**src/ipwdt_params.svh**
```systemverilog
// Constants for the indexed port watchdog timer and its host controller
`ifndef IPWDT_PARAMS_SVH
`define IPWDT_PARAMS_SVH
`define IPWDT_PORT_INDEX    8'h2E
`define IPWDT_PORT_DATA     8'h2F
`define IPWDT_KEY_UNLOCK    8'h87
`define IPWDT_KEY_LOCK      8'hAA
`define IPWDT_IDX_LDEV      8'h07
`define IPWDT_IDX_ACTIVATE  8'h30
`define IPWDT_IDX_UNIT      8'hF5
`define IPWDT_IDX_COUNT     8'hF6
`define IPWDT_IDX_STROBE    8'hF7
`define IPWDT_LDEV_WDT      8'h08
`define IPWDT_ACT_ON        8'h01
`define IPWDT_UNIT_BIT      3
`define IPWDT_MOUSE_BIT     7
`define IPWDT_KBD_BIT       6
`define IPWDT_FORCE_BIT     5
`define IPWDT_STAT_BIT      4
`define IPWDT_CLK_HZ        50000000
`define IPWDT_TICK_S        1
`define IPWDT_TICK_CYCLES   (`IPWDT_CLK_HZ * `IPWDT_TICK_S)
`define IPWDT_SEC_PER_MIN   6'd60
`define IPWDT_AHB_CMD       8'h00
`define IPWDT_AHB_STATUS    8'h04
`define IPWDT_AHB_IRQ_STAT  8'h08
`define IPWDT_AHB_IRQ_CLR   8'h0C
`define IPWDT_AHB_IRQ_EN    8'h10
`define IPWDT_CMD_PORT_BIT  8
`define IPWDT_CMD_READ_BIT  9
`define IPWDT_IRQ_DONE_BIT  0
`define IPWDT_IRQ_TOUT_BIT  1
`endif

```
**src/ipwdt_pkg.sv**
```systemverilog
// Types shared by both ends of the watchdog port link
package ipwdt_pkg;
  typedef logic [7:0] ipwdt_byte_t;
  typedef enum logic [1:0] {
    IPWDT_LOCKED,
    IPWDT_KEY1,
    IPWDT_OPEN
  } ipwdt_key_t;
  typedef enum logic [1:0] {
    IPWDT_H_IDLE,
    IPWDT_H_WAIT
  } ipwdt_host_st_t;
endpackage

```
**src/ipwdt_if.sv**
```systemverilog
// I/O port link between host controller and watchdog device
`timescale 1ns/1ps
interface ipwdt_if;
  import ipwdt_pkg::*;
  ipwdt_byte_t port_addr;
  logic        wr_stb;
  logic        rd_stb;
  ipwdt_byte_t wdata;
  ipwdt_byte_t rdata;
  logic        rvalid;
  logic        expired;
  modport dev  (input port_addr, wr_stb, rd_stb, wdata, output rdata, rvalid, expired);
  modport host (output port_addr, wr_stb, rd_stb, wdata, input rdata, rvalid, expired);
endinterface

```
**src/ipwdt_device.sv**
```systemverilog
// Watchdog device reached through an index/data port pair
//
// Function
// - Index at 2E, then data at 2F
// - Two 87 writes to 2E unlock
// - AA written to 2E locks again
// - Select 08 at index 07 for watchdog
// - 01 at index 30 enables; off after reset
// - F5 bit 3 picks seconds or minutes
// - F6 zero stops; 01..FF sets length
// - Each F6 write reloads and restarts counter
// - Expiry asserts the timeout output
// - F7 bit 7 lets mouse reload counter
// - F7 bit 6 lets keyboard reload counter
// - F7 bit 5 forces timeout, self clears; here only while 01 is at index 30
// - F7 bit 4 reads timeout status
//
// The implementer's own choice: the AHB-Lite register port.
`timescale 1ns/1ps
`include "ipwdt_params.svh"
module ipwdt_device #(
  parameter int TICK_CYCLES = `IPWDT_TICK_CYCLES
) (
  input  wire logic      REF_CLK,
  input  wire logic      RST,
  input  wire logic      MOUSE_ACT,
  input  wire logic      KBD_ACT,
  output logic           WDT_TIMEOUT,
  ipwdt_if.dev           LINK
);
  import ipwdt_pkg::*;

  // ****************************************
  // Activity pin synchronisers
  // ****************************************
  logic [2:0] mouse_sync_r;
  logic [2:0] kbd_sync_r;
  logic       mouse_lvl_r;
  logic       kbd_lvl_r;
  logic       mouse_evt;
  logic       kbd_evt;

  always_ff @(posedge REF_CLK or posedge RST) begin
    if (RST) begin
      mouse_sync_r <= 3'h0;
      kbd_sync_r   <= 3'h0;
    end else begin
      mouse_sync_r <= {mouse_sync_r[1:0], MOUSE_ACT};
      kbd_sync_r   <= {kbd_sync_r[1:0], KBD_ACT};
    end
  end

  // Level changes once second and third stage agree
  always_ff @(posedge REF_CLK or posedge RST) begin
    if (RST) begin
      mouse_lvl_r <= 1'b0;
      kbd_lvl_r   <= 1'b0;
    end else begin
      if (mouse_sync_r[1] == mouse_sync_r[2]) begin
        mouse_lvl_r <= mouse_sync_r[2];
      end
      if (kbd_sync_r[1] == kbd_sync_r[2]) begin
        kbd_lvl_r <= kbd_sync_r[2];
      end
    end
  end

  assign mouse_evt = (mouse_sync_r[1] == mouse_sync_r[2]) && mouse_sync_r[2] && !mouse_lvl_r;
  assign kbd_evt   = (kbd_sync_r[1] == kbd_sync_r[2]) && kbd_sync_r[2] && !kbd_lvl_r;

  // ****************************************
  // Key sequence and index
  // ****************************************
  ipwdt_key_t  key_r;
  ipwdt_byte_t index_r;
  ipwdt_byte_t ldev_r;
  logic        idx_wr;
  logic        dat_wr;
  logic        wdt_wr;

  assign idx_wr = LINK.wr_stb && (LINK.port_addr == `IPWDT_PORT_INDEX);
  assign dat_wr = LINK.wr_stb && (LINK.port_addr == `IPWDT_PORT_DATA) && (key_r == IPWDT_OPEN);
  assign wdt_wr = dat_wr && (ldev_r == `IPWDT_LDEV_WDT);

  always_ff @(posedge REF_CLK or posedge RST) begin
    if (RST) begin
      key_r <= IPWDT_LOCKED;
    end else if (idx_wr) begin
      if (LINK.wdata == `IPWDT_KEY_LOCK) begin
        key_r <= IPWDT_LOCKED;
      end else if (LINK.wdata == `IPWDT_KEY_UNLOCK) begin
        case (key_r)
          IPWDT_LOCKED: key_r <= IPWDT_KEY1;
          IPWDT_KEY1:   key_r <= IPWDT_OPEN;
          IPWDT_OPEN:   key_r <= IPWDT_OPEN;
          default:      key_r <= IPWDT_LOCKED;
        endcase
      end else if (key_r == IPWDT_KEY1) begin
        key_r <= IPWDT_LOCKED;
      end
    end
  end

  always_ff @(posedge REF_CLK or posedge RST) begin
    if (RST) begin
      index_r <= 8'h00;
    end else if (idx_wr && key_r == IPWDT_OPEN && LINK.wdata != `IPWDT_KEY_LOCK) begin
      index_r <= LINK.wdata;
    end
  end

  always_ff @(posedge REF_CLK or posedge RST) begin
    if (RST) begin
      ldev_r <= 8'h00;
    end else if (dat_wr && index_r == `IPWDT_IDX_LDEV) begin
      ldev_r <= LINK.wdata;
    end
  end

  // ****************************************
  // Watchdog registers
  // ****************************************
  logic        active_r;
  ipwdt_byte_t unit_r;
  ipwdt_byte_t reload_r;
  logic        mouse_en_r;
  logic        kbd_en_r;
  logic        status_r;
  logic        wr_unit;
  logic        wr_count;
  logic        wr_strobe;
  logic        force_to;
  logic        expire;

  assign wr_unit   = wdt_wr && index_r == `IPWDT_IDX_UNIT;
  assign wr_count  = wdt_wr && index_r == `IPWDT_IDX_COUNT;
  assign wr_strobe = wdt_wr && index_r == `IPWDT_IDX_STROBE;
  assign force_to  = wr_strobe && LINK.wdata[`IPWDT_FORCE_BIT] && active_r;

  always_ff @(posedge REF_CLK or posedge RST) begin
    if (RST) begin
      active_r <= 1'b0;
    end else if (wdt_wr && index_r == `IPWDT_IDX_ACTIVATE) begin
      active_r <= (LINK.wdata == `IPWDT_ACT_ON);
    end
  end

  always_ff @(posedge REF_CLK or posedge RST) begin
    if (RST) begin
      unit_r <= 8'h00;
    end else if (wr_unit) begin
      unit_r <= LINK.wdata;
    end
  end

  always_ff @(posedge REF_CLK or posedge RST) begin
    if (RST) begin
      reload_r <= 8'h00;
    end else if (wr_count) begin
      reload_r <= LINK.wdata;
    end
  end

  always_ff @(posedge REF_CLK or posedge RST) begin
    if (RST) begin
      mouse_en_r <= 1'b0;
      kbd_en_r   <= 1'b0;
    end else if (wr_strobe) begin
      mouse_en_r <= LINK.wdata[`IPWDT_MOUSE_BIT];
      kbd_en_r   <= LINK.wdata[`IPWDT_KBD_BIT];
    end
  end

  // Set wins over a clearing write
  always_ff @(posedge REF_CLK or posedge RST) begin
    if (RST) begin
      status_r <= 1'b0;
    end else if (expire || force_to) begin
      status_r <= 1'b1;
    end else if (wr_strobe && !LINK.wdata[`IPWDT_STAT_BIT]) begin
      status_r <= 1'b0;
    end
  end

  assign WDT_TIMEOUT  = status_r;
  assign LINK.expired = status_r;

  // ****************************************
  // Prescaler and countdown
  // ****************************************
  logic [$clog2(TICK_CYCLES)-1:0] presc_r;
  logic [5:0]                     sec_r;
  ipwdt_byte_t                    count_r;
  logic                           sec_tick;
  logic                           unit_tick;
  logic                           reload;

  assign sec_tick  = (presc_r == $bits(presc_r)'(TICK_CYCLES - 1));
  assign unit_tick = sec_tick && (!unit_r[`IPWDT_UNIT_BIT] || sec_r == `IPWDT_SEC_PER_MIN - 6'd1);
  assign reload    = wr_count || (mouse_evt && mouse_en_r) || (kbd_evt && kbd_en_r);
  assign expire    = active_r && !reload && unit_tick && count_r == 8'h01;

  always_ff @(posedge REF_CLK or posedge RST) begin
    if (RST) begin
      presc_r <= '0;
    end else if (reload || sec_tick) begin
      presc_r <= '0;
    end else begin
      presc_r <= presc_r + 1'b1;
    end
  end

  always_ff @(posedge REF_CLK or posedge RST) begin
    if (RST) begin
      sec_r <= 6'h00;
    end else if (reload || unit_tick) begin
      sec_r <= 6'h00;
    end else if (sec_tick) begin
      sec_r <= sec_r + 6'h01;
    end
  end

  always_ff @(posedge REF_CLK or posedge RST) begin
    if (RST) begin
      count_r <= 8'h00;
    end else if (wr_count) begin
      count_r <= LINK.wdata;
    end else if (reload) begin
      count_r <= reload_r;
    end else if (active_r && unit_tick && count_r != 8'h00) begin
      count_r <= count_r - 8'h01;
    end
  end

  // ****************************************
  // Data port reads
  // ****************************************
  logic dat_rd;

  assign dat_rd = LINK.rd_stb && (LINK.port_addr == `IPWDT_PORT_DATA);

  always_ff @(posedge REF_CLK or posedge RST) begin
    if (RST) begin
      LINK.rvalid <= 1'b0;
    end else begin
      LINK.rvalid <= LINK.rd_stb;
    end
  end

  always_ff @(posedge REF_CLK or posedge RST) begin
    if (RST) begin
      LINK.rdata <= 8'h00;
    end else if (LINK.rd_stb) begin
      LINK.rdata <= 8'h00;
      if (!dat_rd || key_r != IPWDT_OPEN) begin
        LINK.rdata <= 8'h00;
      end else if (index_r == `IPWDT_IDX_LDEV) begin
        LINK.rdata <= ldev_r;
      end else if (ldev_r == `IPWDT_LDEV_WDT) begin
        case (index_r)
          `IPWDT_IDX_ACTIVATE: LINK.rdata <= {7'h00, active_r};
          `IPWDT_IDX_UNIT:     LINK.rdata <= unit_r;
          `IPWDT_IDX_COUNT:    LINK.rdata <= count_r;
          `IPWDT_IDX_STROBE:   LINK.rdata <= {mouse_en_r, kbd_en_r, 1'b0, status_r, 4'h0};
          default:             LINK.rdata <= 8'h00;
        endcase
      end
    end
  end

endmodule // ipwdt_device

```
**src/flat_wrapper.sv**
```systemverilog
// flat-port wrapper written by rule: the top's interface ports become plain ports
module ipwdt_device_flat import ipwdt_pkg::*;
#(
  parameter int TICK_CYCLES = `IPWDT_TICK_CYCLES
)
  (REF_CLK, RST, MOUSE_ACT, KBD_ACT, WDT_TIMEOUT, LINK_port_addr, LINK_wr_stb, LINK_rd_stb, LINK_wdata, LINK_rdata, LINK_rvalid, LINK_expired);
  ipwdt_if LINK_i ();
  input  wire logic REF_CLK;
  input  wire logic RST;
  input  wire logic MOUSE_ACT;
  input  wire logic KBD_ACT;
  output logic WDT_TIMEOUT;
  input wire logic [$bits(LINK_i.port_addr)-1:0] LINK_port_addr;
  input wire logic [$bits(LINK_i.wr_stb)-1:0] LINK_wr_stb;
  input wire logic [$bits(LINK_i.rd_stb)-1:0] LINK_rd_stb;
  input wire logic [$bits(LINK_i.wdata)-1:0] LINK_wdata;
  output wire logic [$bits(LINK_i.rdata)-1:0] LINK_rdata;
  output wire logic [$bits(LINK_i.rvalid)-1:0] LINK_rvalid;
  output wire logic [$bits(LINK_i.expired)-1:0] LINK_expired;
  assign LINK_i.port_addr = LINK_port_addr;
  assign LINK_i.wr_stb = LINK_wr_stb;
  assign LINK_i.rd_stb = LINK_rd_stb;
  assign LINK_i.wdata = LINK_wdata;
  assign LINK_rdata = LINK_i.rdata;
  assign LINK_rvalid = LINK_i.rvalid;
  assign LINK_expired = LINK_i.expired;
  ipwdt_device #(.TICK_CYCLES(TICK_CYCLES)) u_core (.REF_CLK(REF_CLK), .RST(RST), .MOUSE_ACT(MOUSE_ACT), .KBD_ACT(KBD_ACT), .WDT_TIMEOUT(WDT_TIMEOUT), .LINK(LINK_i));
endmodule
```
**config.mk**
```make
export PLATFORM = sky130hd
export DESIGN_NAME = ipwdt_device_flat
export DESIGN_NICKNAME = d
export VERILOG_FILES = /design/src/ipwdt_pkg.sv /design/src/ipwdt_if.sv /design/src/ipwdt_device.sv /design/src/flat_wrapper.sv
export VERILOG_INCLUDE_DIRS = /design/src /design/src/src
export SDC_FILE = /design/constraint.sdc
export NUM_CORES = 1
export LEC_CHECK = 0
export BUFFER_PORTS_ARGS = -buffer_cell sky130_fd_sc_hd__buf_2
export CAP_MARGIN = 20
export CELL_PAD_IN_SITES_DETAIL_PLACEMENT = 0
export CELL_PAD_IN_SITES_GLOBAL_PLACEMENT = 1
export CORE_MARGIN = 2
export CORE_UTILIZATION = 35
export DETAILED_ROUTE_END_ITERATION = 16
export PLACE_DENSITY_LB_ADDON = 0.1
export SETUP_SLACK_MARGIN = 0.15
export SLEW_MARGIN = 40
export SYNTH_ARGS = -nofsm -noshare
export SYNTH_HDL_FRONTEND = slang
export SYNTH_SLANG_ARGS = --single-unit
```
**constraint.sdc**
```tcl
create_clock -name REF_CLK -period 2.8 [get_ports REF_CLK]
set_clock_uncertainty 0.15 [all_clocks]
set_input_delay 0.28 -clock REF_CLK [delete_from_list [all_inputs] [get_ports REF_CLK]]
set_output_delay 0.28 -clock REF_CLK [all_outputs]
set_load 0.02 [all_outputs]
```
==> results.rst <==
.. list-table::
   :header-rows: 1

   * - Metric
     - Value
   * - Detail-routed via count per cell
     - 5.36
   * - Max FO, Critical Path
     - 7
   * - Cell at the root of the clock tree
     - sky130_fd_sc_hd__clkbuf_16
   * - Unique cell type count in the Yosys netlist
     - 52
   * - Number of detailed-routing iterations run before antenna repair
     - 4
   * - Synthesized area
     - 0.00481 mm2
   * - Worst path setup slack after routing
     - 0.337 ns
   * - Global-route wire length before repair
     - between 15 and 20 mm
   * - Least-Margin Pin Slew
     - 0.779 ns
   * - Buffers on Ports
     - 32
   * - EDFF count, synth
     - 0
   * - Clock net sink count
     - 95
   * - Y dimension of the die
     - 121 um
   * - Area enclosed by the die boundary
     - 0.0147 mm2
   * - Post-CTS clock slew at the launch and capture registers of the worst setup and hold paths
     - roughly 0.070 ns
   * - Worst reg2reg path startpoint
     - u_core.count_r[3]$_DFFE_PP0P_
   * - Number of remaining DRC errors
     - 0
   * - Final worst path period need
     - 2.46 ns
   * - Overall Global Routing Usage
     - 17.3%
   * - Highest clock frequency the design can meet
     - 406 MHz
   * - Launching element type of the critical path
     - flop
   * - Pin count of the biggest net entering global routing
     - 59
   * - Register-to-Register Path Depth
     - 6
   * - Buffers inserted during post-CTS setup optimization
     - 0
   * - Post-synthesis xor/xnor area fraction
     - 5.47%
   * - GP Congestion
     - 0.788
   * - Cell family contributing the most delay on the critical path
     - simple AND/OR/NAND/NOR gates
   * - Max-slew violation count
     - 0
   * - Post-synthesis net count
     - 506
   * - Async set or reset register ratio after synthesis
     - 100%
   * - Proportion of synthesized chip area in sequential cells
     - just under 50%
   * - Cell chain of the critical path
     - or4_1, o41a_1, nand4_1, nand2_1, a21boi_0, a2bb2oi_1
   * - Worst slew margin
     - 48.0%
   * - Final period utilization
     - 88.0%
   * - CTS tree
     - built
   * - Number of DRC markers in iteration 0
     - 229
   * - Arrival time reported for the critical path endpoint
     - 2.54 ns
   * - Yosys warnings
     - 0
   * - Placed Instances
     - 675
   * - Category of the worst setup path capture point
     - flop
   * - Pwr/cell area
     - around 490 mW/mm2
   * - Post-synthesis mux area share
     - approximately 7.7%
   * - Vias in the first global route
     - 3,499
   * - Count of boundary I/O pins
     - 33
   * - TritonCTS Buffers
     - 9
   * - Setup total negative slack
     - 0 ns
   * - Post-placement worst setup slack
     - about 0.35 ns
   * - Final hold violation count
     - 0
   * - Total design power
     - ~0.0027 W
   * - Worst Hold Class
     - input port to flop
   * - Slowest-stage cell, CP
     - sky130_fd_sc_hd__or4_1
   * - Run status
     - finished clean
   * - Placeable core region
     - 0.0133 mm2
   * - Mean area per synthesized cell
     - slightly above 10 um2
   * - Number of antenna violations at the first check in global routing
     - 0
   * - Combinational family with the most area after synthesis
     - simple AND/OR/NAND/NOR gates
   * - Ant diodes
     - 0
   * - Area share of and/or/nand/nor cells after synthesis
     - 23.0%
   * - Commonest cells after routing, fill and taps aside
     - sky130_fd_sc_hd__dfrtp_1 (95), sky130_fd_sc_hd__nand2_1 (54), sky130_fd_sc_hd__nor2_1 (45), sky130_fd_sc_hd__mux2_2 (32), sky130_fd_sc_hd__buf_2 (32)
   * - Req. time, crit path
     - 2.88 ns
   * - Die span in x
     - 121 um
   * - Reg2Reg Capture Point
     - u_core.count_r[2]$_DFFE_PP0P_
   * - Initial cell density of the core
     - a little over a third
   * - Max incr delay on CP
     - 0.62 ns
   * - DR vias
     - approximately 3,700
   * - Dominant synthesized flop cell
     - sky130_fd_sc_hd__dfrtp_1
   * - R2R Setup Slk
     - between 0.3 and 0.4 ns
   * - Num rows
     - 42
   * - Cells after Synth
     - 474
   * - Most frequent standard cell in the layout excluding fill and tap cells
     - sky130_fd_sc_hd__dfrtp_1
   * - Wire length reported by the detailed router
     - between 10 and 15 mm
   * - Final count of negative-setup-slack endpoints
     - 0
   * - Clock latency at the later pin of the worst-skew pair
     - 0.35 ns
   * - Post-DR wirelength/cell
     - 17.0 um
   * - Post-detailed-route count of antenna-violating nets
     - 0
   * - Finished Layout Cells
     - slightly below 700
   * - Layout cell share with drive strength beyond 1
     - 18.3%
   * - Endpoint of the worst hold path
     - u_core.reload_r[0]$_DFFE_PP0P_
   * - Number of maximum-capacitance violations
     - 0
   * - Synth Register Bits
     - between 90 and 100
   * - Leakage power total
     - 2.51 nW
   * - Hold path depth
     - 3
   * - Setup repair after global routing missed its margin
     - no
   * - Total congestion overflow after global routing
     - 0
   * - Level count of the clock H-tree
     - 3
   * - Synth-to-layout area growth
     - 15.0%
   * - Maximum buffer depth of the clock tree
     - 2
   * - Post-DP HPWL
     - 8.39 mm
   * - Fraction of the mapped netlist area in adder cells
     - 2.60%
   * - IR Drop Worst-Case VDD
     - 273 uV
   * - Compound-Gate Fraction of Synth Area
     - 9.03%
   * - Worst Hold Launch
     - LINK_wdata[0]
   * - Total Nets Final
     - 546
   * - Crit path buffers/inverters
     - 0
   * - Setup Crit Path Kind
     - flop to flop
## cell usage after synthesis (3+ instances only)
cell type,n,area [um2]
sky130_fd_sc_hd__dfrtp_1,95,2380
sky130_fd_sc_hd__nand2_1,54,203
sky130_fd_sc_hd__nor2_1,45,169
sky130_fd_sc_hd__mux2_2,32,360
sky130_fd_sc_hd__nand3_1,18,90.1
sky130_fd_sc_hd__o21ai_0,18,90.1
sky130_fd_sc_hd__a21oi_1,17,85.1
sky130_fd_sc_hd__xnor2_1,16,140
sky130_fd_sc_hd__nor2b_1,14,87.6
sky130_fd_sc_hd__nor3_1,14,70.1
sky130_fd_sc_hd__xor2_1,14,123
sky130_fd_sc_hd__inv_1,12,45.0
sky130_fd_sc_hd__and3_1,11,68.8
sky130_fd_sc_hd__ha_1,10,125
sky130_fd_sc_hd__or3_1,10,62.6
sky130_fd_sc_hd__nand4_1,9,56.3
sky130_fd_sc_hd__a22oi_1,8,60.1
sky130_fd_sc_hd__clkbuf_1,8,30.0
sky130_fd_sc_hd__nor4_1,7,43.8
sky130_fd_sc_hd__a31oi_1,5,31.3
sky130_fd_sc_hd__and4_1,4,35.0
sky130_fd_sc_hd__and4b_1,4,40.0
sky130_fd_sc_hd__nor4b_1,4,35.0
sky130_fd_sc_hd__o221ai_1,4,35.0
sky130_fd_sc_hd__buf_2,3,15.0
sky130_fd_sc_hd__nand4b_1,3,26.3
## area by class of cell
type	count	area (um2)
inverters	12	48.8
flip-flops and latches	95	2380
well taps	176	220
repair buffers	45	280
multi-input cells	351	2300
clock inverters	6	71.3
clock buffers	10	229
fillers	1366	7820
## logic make-up (layout without fill, tap and decap cells)
group,count (synthesis),in the layout
simple gates,212,212
flops,95,95
compound gates,66,66
mux,33,33
xor+xnor,30,30
buf+inv,28,73
fa+ha+maj,10,10
## repair_timing
| action | CTS | global route |
|---|---|---|
| setup endpoints to repair | 0 | 1 |
| hold buffers | 4 | 0 |
| hold endpoints to repair | 17 | 0 |
| resized for setup | 0 | 1 |
## worst max-delay path by stage
stage                                  startpoint                            end  slack [ns]  cells after the start
detailed placement  u_core.count_r[3]$_DFFE_PP0P_  u_core.count_r[2]$_DFFE_PP0P_        0.35                      6
CTS                 u_core.count_r[2]$_DFFE_PP0P_  u_core.count_r[2]$_DFFE_PP0P_        0.34                      6
floorplan           u_core.count_r[2]$_DFFE_PP0P_  u_core.count_r[2]$_DFFE_PP0P_        0.65                      6
global route        u_core.count_r[2]$_DFFE_PP0P_  u_core.count_r[4]$_DFFE_PP0P_        0.20                      6
global placement    u_core.count_r[3]$_DFFE_PP0P_  u_core.count_r[2]$_DFFE_PP0P_        0.41                      6
finish              u_core.count_r[3]$_DFFE_PP0P_  u_core.count_r[2]$_DFFE_PP0P_        0.34                      6
## registers in the layout, summed over array words and instances (netlist names)
signal	count
u_core.LINK.expired	1
u_core.LINK.rdata	8
u_core.LINK.rvalid	1
u_core.active_r	1
u_core.count_r	8
u_core.index_r	8
u_core.kbd_en_r	1
u_core.kbd_lvl_r	1
u_core.kbd_sync_r	3
u_core.key_r	2
u_core.ldev_r	8
u_core.mouse_en_r	1
u_core.mouse_lvl_r	1
u_core.mouse_sync_r	3
u_core.presc_r	26
u_core.reload_r	8
u_core.sec_r	6
u_core.unit_r	8
## metal layers
layer / wire [um] / vias to the layer above / GRT usage (%)
met1: 6190 / 1842 / 27.5
li1: - / 1778 / -
met4: 227 / 0 / 6.47
met3: 555 / 17 / 2.68
met2: 4850 / 86 / 23.4
met5: 0 / - / 0
## report_power, final
| group | total [W] | internal (W) | switching, W |
|---|---|---|---|
| logic | 0.0000860 | 0.0000271 | 0.0000589 |
| registers | 0.00139 | 0.00138 | 0.00000532 |
| clock network | 0.00126 | 0.000698 | 0.000559 |
## worst min-delay path: cells and delay by family
family | cells | cell delay, ns
AND/OR/NAND/NOR | 2 | 0.14
buffers and inverters | 1 | 0.16
## through the flow
stage | hold slack (ns) | util [%] | area, um2
floorplan | 0.161 | - | 4810
CTS | 0.117 | 41.4 | 5530
global route | 0.140 | 41.4 | 5530
detailed placement | 0.152 | 38.9 | 5190
global placement | 0.147 | 38.9 | 5190
finish | 0.121 | 41.4 | 5530
Power figures use the tool's default switching activity.
